`src/rps_pkg.sv`:
```
// constants and helpers shared by the reference prescaler files
package rps_pkg;

  localparam int unsigned NUM_REF     = 4;
  localparam int unsigned ADDR_W      = 8;
  localparam int unsigned DATA_W      = 32;
  localparam int unsigned RATIO_W     = 20;
  localparam int unsigned IDX_W       = 2;

  // register map, one aligned word each
  localparam logic [7:0]  CFG_BASE_OFF   = 8'h00;
  localparam logic [7:0]  CFG_STRIDE     = 8'h04;
  localparam logic [7:0]  STATUS_OFF     = 8'h10;
  localparam logic [7:0]  SELECT_OFF     = 8'h14;

  // reference_prescale_config field positions
  localparam int unsigned PRIO_BIT       = 24;
  localparam int unsigned SETB_BIT       = 22;
  localparam int unsigned ENB_BIT        = 21;
  localparam int unsigned BYP_BIT        = 20;
  localparam int unsigned RATIO_LSB      = 0;

  // reset value: released, enabled, bypassed, ratio zero
  localparam logic [31:0] CFG_RST        = 32'h0050_0000;
  // writable bits; reserved bits stay zero
  localparam logic [31:0] CFG_WMASK      = 32'h017f_ffff;

  // status word field positions
  localparam int unsigned ST_LEVEL_LSB   = 0;
  localparam int unsigned ST_RUN_LSB     = 4;
  localparam int unsigned ST_BAD_LSB     = 8;
  localparam int unsigned ST_SEL_LSB     = 12;
  localparam int unsigned ST_VALID_BIT   = 16;

  localparam logic [RATIO_W-1:0] DIV_MIN = 20'h0_0002;
  localparam logic [31:0]        RDATA_RST = 32'h0000_0000;

  // the divisor actually used; anything under the minimum is raised to it
  function automatic logic [RATIO_W-1:0] eff_divisor(input logic [RATIO_W-1:0] r);
    eff_divisor = (r < DIV_MIN) ? DIV_MIN : r;
  endfunction : eff_divisor

  function automatic logic ratio_bad(input logic [RATIO_W-1:0] r);
    ratio_bad = (r < DIV_MIN);
  endfunction : ratio_bad

endpackage : rps_pkg

```
`src/rps_divider.sv`:
```
// one reference prescaler channel: synchroniser, divider and bypass
`timescale 1ns/1ps
module rps_divider
  import rps_pkg::*;
(
  input  wire logic               core_clk,
  input  wire logic               rst_b,
  input  wire logic               ref_pin,
  input  wire logic               release_set_b,
  input  wire logic               enable_b,
  input  wire logic               prescaler_bypass,
  input  wire logic [RATIO_W-1:0] prescale_divisor,
  output logic                    clk_out,
  output logic                    running
);

  typedef enum logic [2:0]
  {
    ST_HOLD = 3'b001,
    ST_OFF  = 3'b010,
    ST_RUN  = 3'b100
  } rps_div_state_t;

  logic                 sync1_r;
  logic                 sync2_r;
  logic                 prev_r;
  logic [RATIO_W-1:0]   cnt_r;
  logic [RATIO_W-1:0]   cnt_nxt;
  logic                 out_r;
  logic                 out_nxt;
  rps_div_state_t       state_r;
  rps_div_state_t       state_nxt;
  logic                 rise;
  logic [RATIO_W-1:0]   div_eff;

  ////////////////////////////////////////////////////////////////////////////
  // pin synchroniser; only sync2_r and later stages are looked at

  always_ff @(posedge core_clk)
  begin
    if (!rst_b)
    begin
      sync1_r <= 1'b0;
      sync2_r <= 1'b0;
      prev_r  <= 1'b0;
    end
    else
    begin
      sync1_r <= ref_pin;
      sync2_r <= sync1_r;
      prev_r  <= sync2_r;
    end
  end

  assign rise    = sync2_r & ~prev_r;
  assign div_eff = eff_divisor(prescale_divisor);

  ////////////////////////////////////////////////////////////////////////////
  // state, count and output level

  always_comb
  begin
    state_nxt = state_r;
    cnt_nxt   = cnt_r;
    out_nxt   = out_r;
    if (!release_set_b)
      state_nxt = ST_HOLD;
    else if (enable_b)
      state_nxt = ST_OFF;
    else
      state_nxt = ST_RUN;
    case (state_nxt)
      ST_RUN:
      begin
        if (prescaler_bypass)
        begin
          cnt_nxt = '0;
          out_nxt = sync2_r;
        end
        else if (rise)
        begin
          cnt_nxt = (cnt_r >= div_eff - 20'h0_0001) ? '0 : cnt_r + 20'h0_0001;
          out_nxt = (cnt_nxt < (div_eff >> 1));
        end
      end
      default:
      begin
        // held or disabled: static low, counter parked
        cnt_nxt = '0;
        out_nxt = 1'b0;
      end
    endcase
  end

  always_ff @(posedge core_clk)
  begin
    if (!rst_b)
    begin
      state_r <= ST_RUN;
      cnt_r   <= '0;
      out_r   <= 1'b0;
    end
    else
    begin
      state_r <= state_nxt;
      cnt_r   <= cnt_nxt;
      out_r   <= out_nxt;
    end
  end

  assign clk_out = out_r;
  assign running = (state_r == ST_RUN);

endmodule : rps_divider

```
`src/rps_prescaler_top.sv`:
```
// reference input prescalers with register port and rank-based selection
//
// Contract
// - each input carries one rank bit; zero is first rank, one second rank.
// - equal rank inputs are preferred lowest index first, up to input three.
// - hold bit at 22 cleared keeps the prescaler in set; one releases it.
// - enable bit at 21 is active low; one disables the prescaler.
// - bypass bit 20 zero routes reference divided by programmed divisor, or by two if it is under two.
// - bypass bit one passes the reference undivided, effective division one.
// - prescaler output feeds both the digital phase loop and the monitor.
`timescale 1ns/1ps
module rps_prescaler_top
  import rps_pkg::*;
(
  input  wire logic                       core_clk,
  input  wire logic                       rst_b,
  input  wire logic [rps_pkg::ADDR_W-1:0] reg_addr,
  input  wire logic [rps_pkg::DATA_W-1:0] reg_wdata,
  input  wire logic                       reg_wr,
  input  wire logic                       reg_rd,
  output logic      [rps_pkg::DATA_W-1:0] reg_rdata,
  input  wire logic [rps_pkg::NUM_REF-1:0] reference_input,
  input  wire logic [rps_pkg::NUM_REF-1:0] ref_qualified,
  output logic      [rps_pkg::NUM_REF-1:0] digital_phase_loop_ref,
  output logic      [rps_pkg::NUM_REF-1:0] monitor_ref,
  output logic                            sel_valid,
  output logic      [rps_pkg::IDX_W-1:0]   sel_index,
  output logic                            sel_ref_clk
);

  import rps_pkg::*;

  logic [DATA_W-1:0]   cfg_r     [NUM_REF];
  logic [DATA_W-1:0]   cfg_nxt   [NUM_REF];
  logic [DATA_W-1:0]   rdata_r;
  logic [DATA_W-1:0]   rdata_nxt;
  logic [NUM_REF-1:0]  lvl;
  logic [NUM_REF-1:0]  run;
  logic [NUM_REF-1:0]  bad;
  logic [NUM_REF-1:0]  rank;
  logic                sel_valid_r;
  logic                sel_valid_nxt;
  logic [IDX_W-1:0]    sel_index_r;
  logic [IDX_W-1:0]    sel_index_nxt;
  logic                sel_clk_r;
  logic                sel_clk_nxt;
  logic [DATA_W-1:0]   status_word;
  logic [DATA_W-1:0]   select_word;

  ////////////////////////////////////////////////////////////////////////////
  // address decode helpers

  function automatic logic is_cfg(input logic [ADDR_W-1:0] a);
    is_cfg = (a >= CFG_BASE_OFF) && (a < STATUS_OFF) && (a[1:0] == 2'b00);
  endfunction : is_cfg

  function automatic logic [IDX_W-1:0] cfg_idx(input logic [ADDR_W-1:0] a);
    logic [ADDR_W-1:0] d;
    d       = a - CFG_BASE_OFF;
    cfg_idx = d[IDX_W+1:2];
  endfunction : cfg_idx

  // rank 0 before rank 1, then lowest index within a rank
  function automatic logic [IDX_W:0] pick_ref(input logic [NUM_REF-1:0] q,
                                              input logic [NUM_REF-1:0] rk);
    logic             found;
    logic [IDX_W-1:0] idx;
    found = 1'b0;
    idx   = '0;
    for (int p = 1; p >= 0; p--)
    begin
      for (int i = NUM_REF - 1; i >= 0; i--)
      begin
        if (q[i] && (rk[i] == p[0]))
        begin
          found = 1'b1;
          idx   = i[IDX_W-1:0];
        end
      end
      if (found && (p == 0))
        break;
    end
    pick_ref = {found, idx};
  endfunction : pick_ref

  ////////////////////////////////////////////////////////////////////////////
  // configuration registers

  always_comb
  begin
    for (int i = 0; i < NUM_REF; i++)
      cfg_nxt[i] = cfg_r[i];
    if (reg_wr && is_cfg(reg_addr))
      cfg_nxt[cfg_idx(reg_addr)] = reg_wdata & CFG_WMASK;
  end

  always_ff @(posedge core_clk)
  begin
    if (!rst_b)
    begin
      for (int i = 0; i < NUM_REF; i++)
        cfg_r[i] <= CFG_RST;
    end
    else
    begin
      for (int i = 0; i < NUM_REF; i++)
        cfg_r[i] <= cfg_nxt[i];
    end
  end

  ////////////////////////////////////////////////////////////////////////////
  // prescaler channels

  for (genvar g = 0; g < NUM_REF; g++)
  begin : g_ch
    rps_divider u_div
    (
      .core_clk         (core_clk),
      .rst_b            (rst_b),
      .ref_pin          (reference_input[g]),
      .release_set_b    (cfg_r[g][SETB_BIT]),
      .enable_b         (cfg_r[g][ENB_BIT]),
      .prescaler_bypass (cfg_r[g][BYP_BIT]),
      .prescale_divisor (cfg_r[g][RATIO_LSB +: RATIO_W]),
      .clk_out          (lvl[g]),
      .running          (run[g])
    );
    assign rank[g] = cfg_r[g][PRIO_BIT];
    // flags a divisor under two while dividing; the divider uses two then
    assign bad[g]  = ~cfg_r[g][BYP_BIT] & ratio_bad(cfg_r[g][RATIO_LSB +: RATIO_W]);
  end

  // one registered level fans out to both consumers, so they never disagree
  assign digital_phase_loop_ref = lvl;
  assign monitor_ref            = lvl;

  ////////////////////////////////////////////////////////////////////////////
  // reference selection for the loop

  always_comb
  begin
    logic [IDX_W:0] pk;
    pk            = pick_ref(ref_qualified, rank);
    sel_valid_nxt = pk[IDX_W];
    sel_index_nxt = pk[IDX_W-1:0];
    // without a qualified input the selected clock is parked low
    sel_clk_nxt   = pk[IDX_W] ? lvl[pk[IDX_W-1:0]] : 1'b0;
  end

  always_ff @(posedge core_clk)
  begin
    if (!rst_b)
    begin
      sel_valid_r <= 1'b0;
      sel_index_r <= '0;
      sel_clk_r   <= 1'b0;
    end
    else
    begin
      sel_valid_r <= sel_valid_nxt;
      sel_index_r <= sel_index_nxt;
      sel_clk_r   <= sel_clk_nxt;
    end
  end

  assign sel_valid   = sel_valid_r;
  assign sel_index   = sel_index_r;
  assign sel_ref_clk = sel_clk_r;

  ////////////////////////////////////////////////////////////////////////////
  // read path; unmapped addresses read zero, data one cycle after the strobe

  always_comb
  begin
    status_word                                = '0;
    status_word[ST_LEVEL_LSB +: NUM_REF]       = lvl;
    status_word[ST_RUN_LSB +: NUM_REF]         = run;
    status_word[ST_BAD_LSB +: NUM_REF]         = bad;
    status_word[ST_SEL_LSB +: IDX_W]           = sel_index_r;
    status_word[ST_VALID_BIT]                  = sel_valid_r;
    select_word                                = '0;
    select_word[NUM_REF-1:0]                   = rank;
    select_word[ST_LEVEL_LSB+8 +: NUM_REF]     = ref_qualified;
  end

  always_comb
  begin
    rdata_nxt = '0;
    if (reg_rd)
    begin
      if (is_cfg(reg_addr))
        rdata_nxt = cfg_r[cfg_idx(reg_addr)];
      else if (reg_addr == STATUS_OFF)
        rdata_nxt = status_word;
      else if (reg_addr == SELECT_OFF)
        rdata_nxt = select_word;
      else
        rdata_nxt = '0;
    end
  end

  always_ff @(posedge core_clk)
  begin
    if (!rst_b)
      rdata_r <= RDATA_RST;
    else
      rdata_r <= rdata_nxt;
  end

  assign reg_rdata = rdata_r;

endmodule : rps_prescaler_top

```
`config.mk`:
```
export PLATFORM = sky130hd
export DESIGN_NAME = rps_prescaler_top
export DESIGN_NICKNAME = d
export VERILOG_FILES = /design/src/rps_pkg.sv /design/src/rps_divider.sv /design/src/rps_prescaler_top.sv
export SDC_FILE = /design/constraint.sdc
export NUM_CORES = 1
export LEC_CHECK = 0
export ABC_AREA = 1
export BUFFER_PORTS_ARGS = -buffer_cell sky130_fd_sc_hd__buf_4
export CORE_UTILIZATION = 45
export DETAILED_ROUTE_END_ITERATION = 16
export PLACE_DENSITY_LB_ADDON = 0.05
export SETUP_SLACK_MARGIN = 0.2
export SYNTH_ARGS = -nofsm -noshare
export SYNTH_HDL_FRONTEND = slang
export SYNTH_SLANG_ARGS = --single-unit
```
`constraint.sdc`:
```
create_clock -name core_clk -period 4.9 [get_ports core_clk]
set_input_delay 0.735 -clock core_clk [delete_from_list [all_inputs] [get_ports core_clk]]
set_output_delay 0.735 -clock core_clk [all_outputs]
set_load 0.02 [all_outputs]
```
==> reports/metrics.yaml, run 1 <==
logic_synthesis:
  yosys.area.top_type_share_pct: 29.2
  synth-seq-area-share_pct: 29.2
  asyncSetResetFlopFracSynth_pct: 0
  post_synth_edffs: 0
  synthDistinctLibCells: 59
  synthesis.area_per_instance_um2: 6.86
  post_synth_inst_count: 2317
  cell_taking_the_most_area_after_synthesis: "dfxtp_1"
  ys_seq_elements: 232
  synth.top_cells.by_area: "dfxtp_1, ha_1, nand2_1"
  synth_top_flop_cell: "dfxtp_1"
  synth_area_um2: 15900
  yosys_warnings: 0
  synthTopCellsByCount: "nand2_1, inv_1, dfxtp_1"
  yosys.cell_count.top_type: "nand2_1"
placement:
  placed_cells_incl_taps: 2989
  postPlaceCellArea_um2: 18300
  place_hpwl_mm: 41.8
  port_buffer_count: 79
  routabilityCongestion: 0.986
worst_setup_path:
  start_kind: "flip-flop"
  critical-path-top-delay-family: "buffers and inverters"
  r2r_start: "cfg_r[0][15]"
  worstPathMaxFanout: 3
  crit_path_max_incr_delay_ns: 0.32
  critical_path.endpoint_type: "flip-flop"
  setup.worst_path.start: "cfg_r[0][15]"
  critPathSlowestCell: "dfxtp_2"
  criticalPathCategory: "flip-flop to flip-flop"
  cp_num_buf_inv: 28
  path_common_cell: "buf_4"
  worst_ep_required_time_ns: 5.36
  arrival_ns: 5.32
job:
  maxCapViolations: 0
die:
  core_region_area_um2: 34600
  die-height_um: 190
  initial_core_util_pct: 45.9
  die_x_um: 190
  ios: 96
  rows: 68
  design.die.area_um2: 36100
timing:
  min_period_over_period_pct: 99.2
  maxSlewHeadroom_pct: 22.2
  final.setup_skew_ns: 0.0166
  hold_ws_ns: 0.343
  timing_max_transition_violations_final: 0
  setup_viol: 0
  report.final.hold_viol_count: 0
  max_slew.worst_pin.slew_ns: 1.17
  fmax_mhz: 206
  finalWorstPathRequiredPeriod_ns: 4.86
  rsz0062_at_grt: "true"
pwr:
  finalPower_mw: 4.45
  power_leakage_nw: 9.48
  power-per-cell-area_nw_per_um2: 214
  peakVddDrop_mv: 0.239
final_layout:
  stdcell_count: 3102
  antenna_cells: 0
  post-route-cell-area_um2: 20800
  area.growth.synth_to_final_pct: 30.7
  design.final.nets: 2840
  final_layout_size_suffix_gt1_share_pct: 25.2
  utilization_pct: 60.0
  fillCellCount: 3278
  register_area_um2: 4660
  multiInputGateArea_um2: 10500
clocking:
  clk_pin_slew_ns: 0.06
  numCtsBuffers: 28
  clock_sink_count: 232
  cts_root_buffer: "clkbuf_16"
  cts-root-to-sink-buffers: 3
  cts_tree: "yes"
  post_cts_hold_buffer_count: 0
  clk_latency_ns: 0.58
  clock_tree.htree_level_count: 1
grt:
  gr-total-overflow: 0
  grtUsageTotal_pct: 29.6
  antenna_found_initial: 0
  first_pass_grt_wire_length_mm: 83.2
  grt_pass1_vias: 15600
  maximum_number_of_pins_on_one_net_before_global_route_repair: 113
drt:
  routed_wire_length_per_instance_um: 17.8
  initialDrtViolationCount: 1220
  antenna_left: 0
  vias_per_cell: 5.41
  firstDrtPassIters: 6
  route.detailed.drc: 0
  final_wirelength_mm: 55.2
  vias: 16800
worst_hold_path:
  worst_hold_path_type: "primary input to flip-flop"
  timing.hold.worst.start: "reference_input[1]"
outcome:
  outcome: "finished clean"
## timing repair
item / 4_1_cts / 5_1_grt
resized for setup: 83 / 161
gates cloned: 1 / 1
pin swaps: 68 / 106
setup endpoints to repair: 4 / 7
setup buffers: 45 / 17
## cells by family after synthesis
kind of cell / synth area share (%)
compound gates: 17.8
other cells: 0.0236
simple gates: 25.4
fa+ha+maj: 12.6
buf+inv: 10.9
flops: 29.2
xor+xnor: 4.13
## flip-flops by register name, indices dropped and copies added (netlist names)
| name | count |
|---|---|
| cfg_r | 96 |
| g_ch.u_div.clk_out | 4 |
| g_ch.u_div.cnt_r | 80 |
| g_ch.u_div.prev_r | 4 |
| g_ch.u_div.state_r | 12 |
| g_ch.u_div.sync1_r | 4 |
| g_ch.u_div.sync2_r | 4 |
| reg_rdata | 24 |
| sel_index | 2 |
| sel_ref_clk | 1 |
| sel_valid | 1 |
## per-layer routing
| layer | routed length, µm | part of all wire [%] | global-route usage, % |
|---|---|---|---|
| met5 | 0 | 0 | 0 |
| met2 | 24200 | 44 | 46.6 |
| met3 | 4170 | 7.6 | 4.00 |
| met4 | 2340 | 4.2 | 12.0 |
| met1 | 24500 | 44 | 40.6 |
## per-stage QoR
stage / worst slack (ns) / TNS [ns]
floorplan: 0.335 / 0
global placement: -0.152 / -0.203
detailed placement: -0.141 / -0.426
CTS: 0.0933 / 0
global route: -0.174 / -0.622
finish: 0.0413 / 0
## worst paths after layout
kind,to,slack [ns],depth (start not counted)
hold / removal,g_ch[1].u_div.sync1_r,0.34,3
setup reg to reg,reg_rdata[8],0.04,35
hold reg to reg,g_ch[0].u_div.sync2_r,0.42,2
setup / recovery,reg_rdata[8],0.04,35
## layout by cell type (no fill, tap or decap), types with 21 or more instances in the layout
cell	instances
nand2_1	398
buf_4	339
inv_1	330
dfxtp_1	219
a21oi_1	214
nor2_1	172
o21ai_0	169
ha_1	136
xor2_1	66
nand3_1	55
nand4_1	52
nor3_1	41
nor2_2	39
nand3_2	31
clkbuf_16	30
inv_2	28
nand2_2	24
ha_4	21
## final cells by class
class                      instances  share of cell area (%)
multi-input combinational       1649                    50.7
sequential                       232                    22.4
timing repair buffer             348                    12.8
inverter                         368                    6.73
clock buffer                      40                    4.03
tap                              455                    2.74
clock inverter                     9                   0.500
timing repair inverter             1                  0.0361
## worst min-delay path: cells and delay by family
kind / cells / cell delay (ns)
buffers and inverters: 2 / 0.11
AND/OR/NAND/NOR: 1 / 0.04
## where the power goes
part           internal, mW  total (mW)  switching [mW]
Clock                  1.28        2.15           0.866
Sequential             1.90        1.91         0.00795
Combinational         0.151       0.395           0.245
No activity file was read; power rests on OpenSTA's default activity.
==> inputs of run 2 (changes only) <==
--- a/config.mk
+++ b/config.mk
@@ -7,6 +7,7 @@
 export LEC_CHECK = 0
 export ABC_AREA = 1
 export BUFFER_PORTS_ARGS = -buffer_cell sky130_fd_sc_hd__buf_4
+export CORE_MARGIN = 2
 export CORE_UTILIZATION = 45
 export DETAILED_ROUTE_END_ITERATION = 16
 export PLACE_DENSITY_LB_ADDON = 0.05
@@ -14,3 +15,4 @@
 export SYNTH_ARGS = -nofsm -noshare
 export SYNTH_HDL_FRONTEND = slang
 export SYNTH_SLANG_ARGS = --single-unit
+export TNS_END_PERCENT = 5
==> run 2 against run 1 <==
Net effect: register-to-register slack gained 0.09 ns; critical path type unchanged; combinational power shrank 8.1%; flip-flop and latch count is the same; critical path depth shrank 4; clock-buffer cell count shrank 7; non-clock buffer count shrank 82; clock skew grew 0.0042 ns; power grew 3.2%; via count shrank 4.0%; hold slack lost 0.0073 ns; largest cell class unchanged; die area grew 2.1%; highest routed layer unchanged; sequential power is essentially flat.
==> reports/metrics.yaml, run 2 (synthesis results as in run 1) <==
worst_setup_path:
  worstPathMaxFanout: 11
  arrival_ns: 5.22
  start_kind: "flip-flop"
  path_common_cell: "nand4_1"
  criticalPathCategory: "flip-flop to flip-flop"
  worst_r2r_path_depth: 31
  crit_path_max_incr_delay_ns: 0.34
  critPathSlowestCell: "dfxtp_2"
  critical_path.endpoint_type: "flip-flop"
  worst_ep_required_time_ns: 5.36
pwr:
  peakVddDrop_mv: 0.292
  finalPower_mw: 4.59
  clkPwrFrac_pct: 50.6
  seqPwrFrac_pct: 41.5
  netSwitchingPower_mw: 1.15
  power.combinational.fraction_pct: 7.9
  cell_internal_pwr_mw: 3.44
  power-per-cell-area_nw_per_um2: 229
  power_leakage_nw: 9.07
  switching_fraction_pct: 25.0
grt:
  grt_pass1_vias: 15000
  grtUsageMet3_pct: 2.96
  grtUsageTotal_pct: 28.8
  gr-total-overflow: 0
  use_met2_pct: 44.2
  first_pass_grt_wire_length_mm: 82.3
  grt_util_met1_pct: 41.6
  grt_most_used_layer: "met2"
  antenna_found_initial: 0
  maximum_number_of_pins_on_one_net_before_global_route_repair: 113
clocking:
  cts_root_buffer: "clkbuf_16"
  clock_sink_count: 232
  clk_pin_slew_ns: 0.06
  cts-root-to-sink-buffers: 3
  post_cts_hold_buffer_count: 0
  cts_tree: "yes"
  numCtsBuffers: 28
  clock_tree.htree_level_count: 1
  clk_latency_ns: 0.59
outcome:
  outcome: "finished clean"
worst_hold_path:
  whs_path_depth: 3
  worst_hold_path_type: "primary input to flip-flop"
final_layout:
  mostFrequentLayoutCells: "nand2_1, inv_1, buf_4"
  largest_reg_flops: 96
  design.final.nets: 2757
  regMostFlops: "cfg_r"
  final_common_cell: "nand2_1"
  final_layout_size_suffix_gt1_share_pct: 22.3
  antenna_cells: 0
  area.growth.synth_to_final_pct: 26.1
die:
  die-height_um: 192
  design.die.area_um2: 36800
  ios: 96
  die_x_um: 192
  core_region_area_um2: 34600
  rows: 68
  initial_core_util_pct: 45.9
timing:
  max_slew.worst_pin.slew_ns: 1.17
  min_period_over_period_pct: 97.3
  hold_ws_ns: 0.335
  fmax_mhz: 210
  finalWorstPathRequiredPeriod_ns: 4.77
  final.setup_skew_ns: 0.0208
  report.final.hold_viol_count: 0
  rsz0062_at_grt: "true"
  maxSlewHeadroom_pct: 21.8
  totalNegativeSetupSlack_ns: 0
  timing_max_transition_violations_final: 0
  setup_viol: 0
placement:
  place_hpwl_mm: 41.6
  routabilityCongestion: 0.999
  port_buffer_count: 79
drt:
  final_wirelength_mm: 53.8
  route.detailed.drc: 0
  vias: 16100
  vias_per_cell: 5.34
  antenna_left: 0
  initialDrtViolationCount: 950
  firstDrtPassIters: 7
  routed_wire_length_per_instance_um: 17.8
job:
  maxCapViolations: 0
## run 2: power groups by stage
stage	Clock (mW)	Combinational [mW]	Sequential, mW
floorplan	0	0.188	1.95
global placement	0	0.324	1.95
detailed placement	0	0.327	1.95
CTS	2.36	0.331	1.90
global route	2.42	0.394	1.91
finish	2.32	0.363	1.91
## run 2: stage by stage
step | std cells | util [%] | cell area [µm²] | worst slack (ns)
after floorplan | 2324 | - | 15900 | 0.335
after global placement | 2948 | 51.9 | 18000 | -0.234
after detailed placement | 2948 | 51.9 | 18000 | -0.299
after CTS | 3001 | 55.2 | 19100 | 0.0687
after global routing | 3022 | 57.9 | 20000 | -0.161
final | 3022 | 57.9 | 20000 | 0.133
## run 2: worst paths after layout
kind / to / slack, ns / from
hold / removal: g_ch[3].u_div.sync1_r / 0.34 / reference_input[3]
setup reg to reg: g_ch[0].u_div.clk_out / 0.13 / cfg_r[0][11]
setup / recovery: g_ch[0].u_div.clk_out / 0.13 / cfg_r[0][11]
hold reg to reg: g_ch[3].u_div.sync2_r / 0.41 / g_ch[3].u_div.sync1_r
## run 2: area by class of cell
type	count	area, µm²
clock buffers	33	749
multi-input cells	1649	10400
repair buffers	266	2020
fillers	3341	14600
inverters	368	1390
well taps	455	569
flip-flops and latches	232	4660
clock inverters	19	274
## run 2: what timing repair did
action                     4_1_cts  5_1_grt
cloned                           0        0
setup endpoints to repair        4        4
pin swaps                        3      102
buffers inserted                 1       21
resized for setup               24      185
## run 2: critical path: cells and delay by family, from the launching register on
family / cells / cell delay (ns)
simple gates: 21 / 2.87
fa+ha+maj: 3 / 0.70
flops: 1 / 0.34
buf+inv: 4 / 0.34
xor+xnor: 1 / 0.18
compound gates: 2 / 0.18
## run 2: layer usage
layer	part of all wire, %	routed length (µm)
met2	43	22900
met4	4.0	2160
met1	48	25900
met5	0	0
met3	5.2	2800
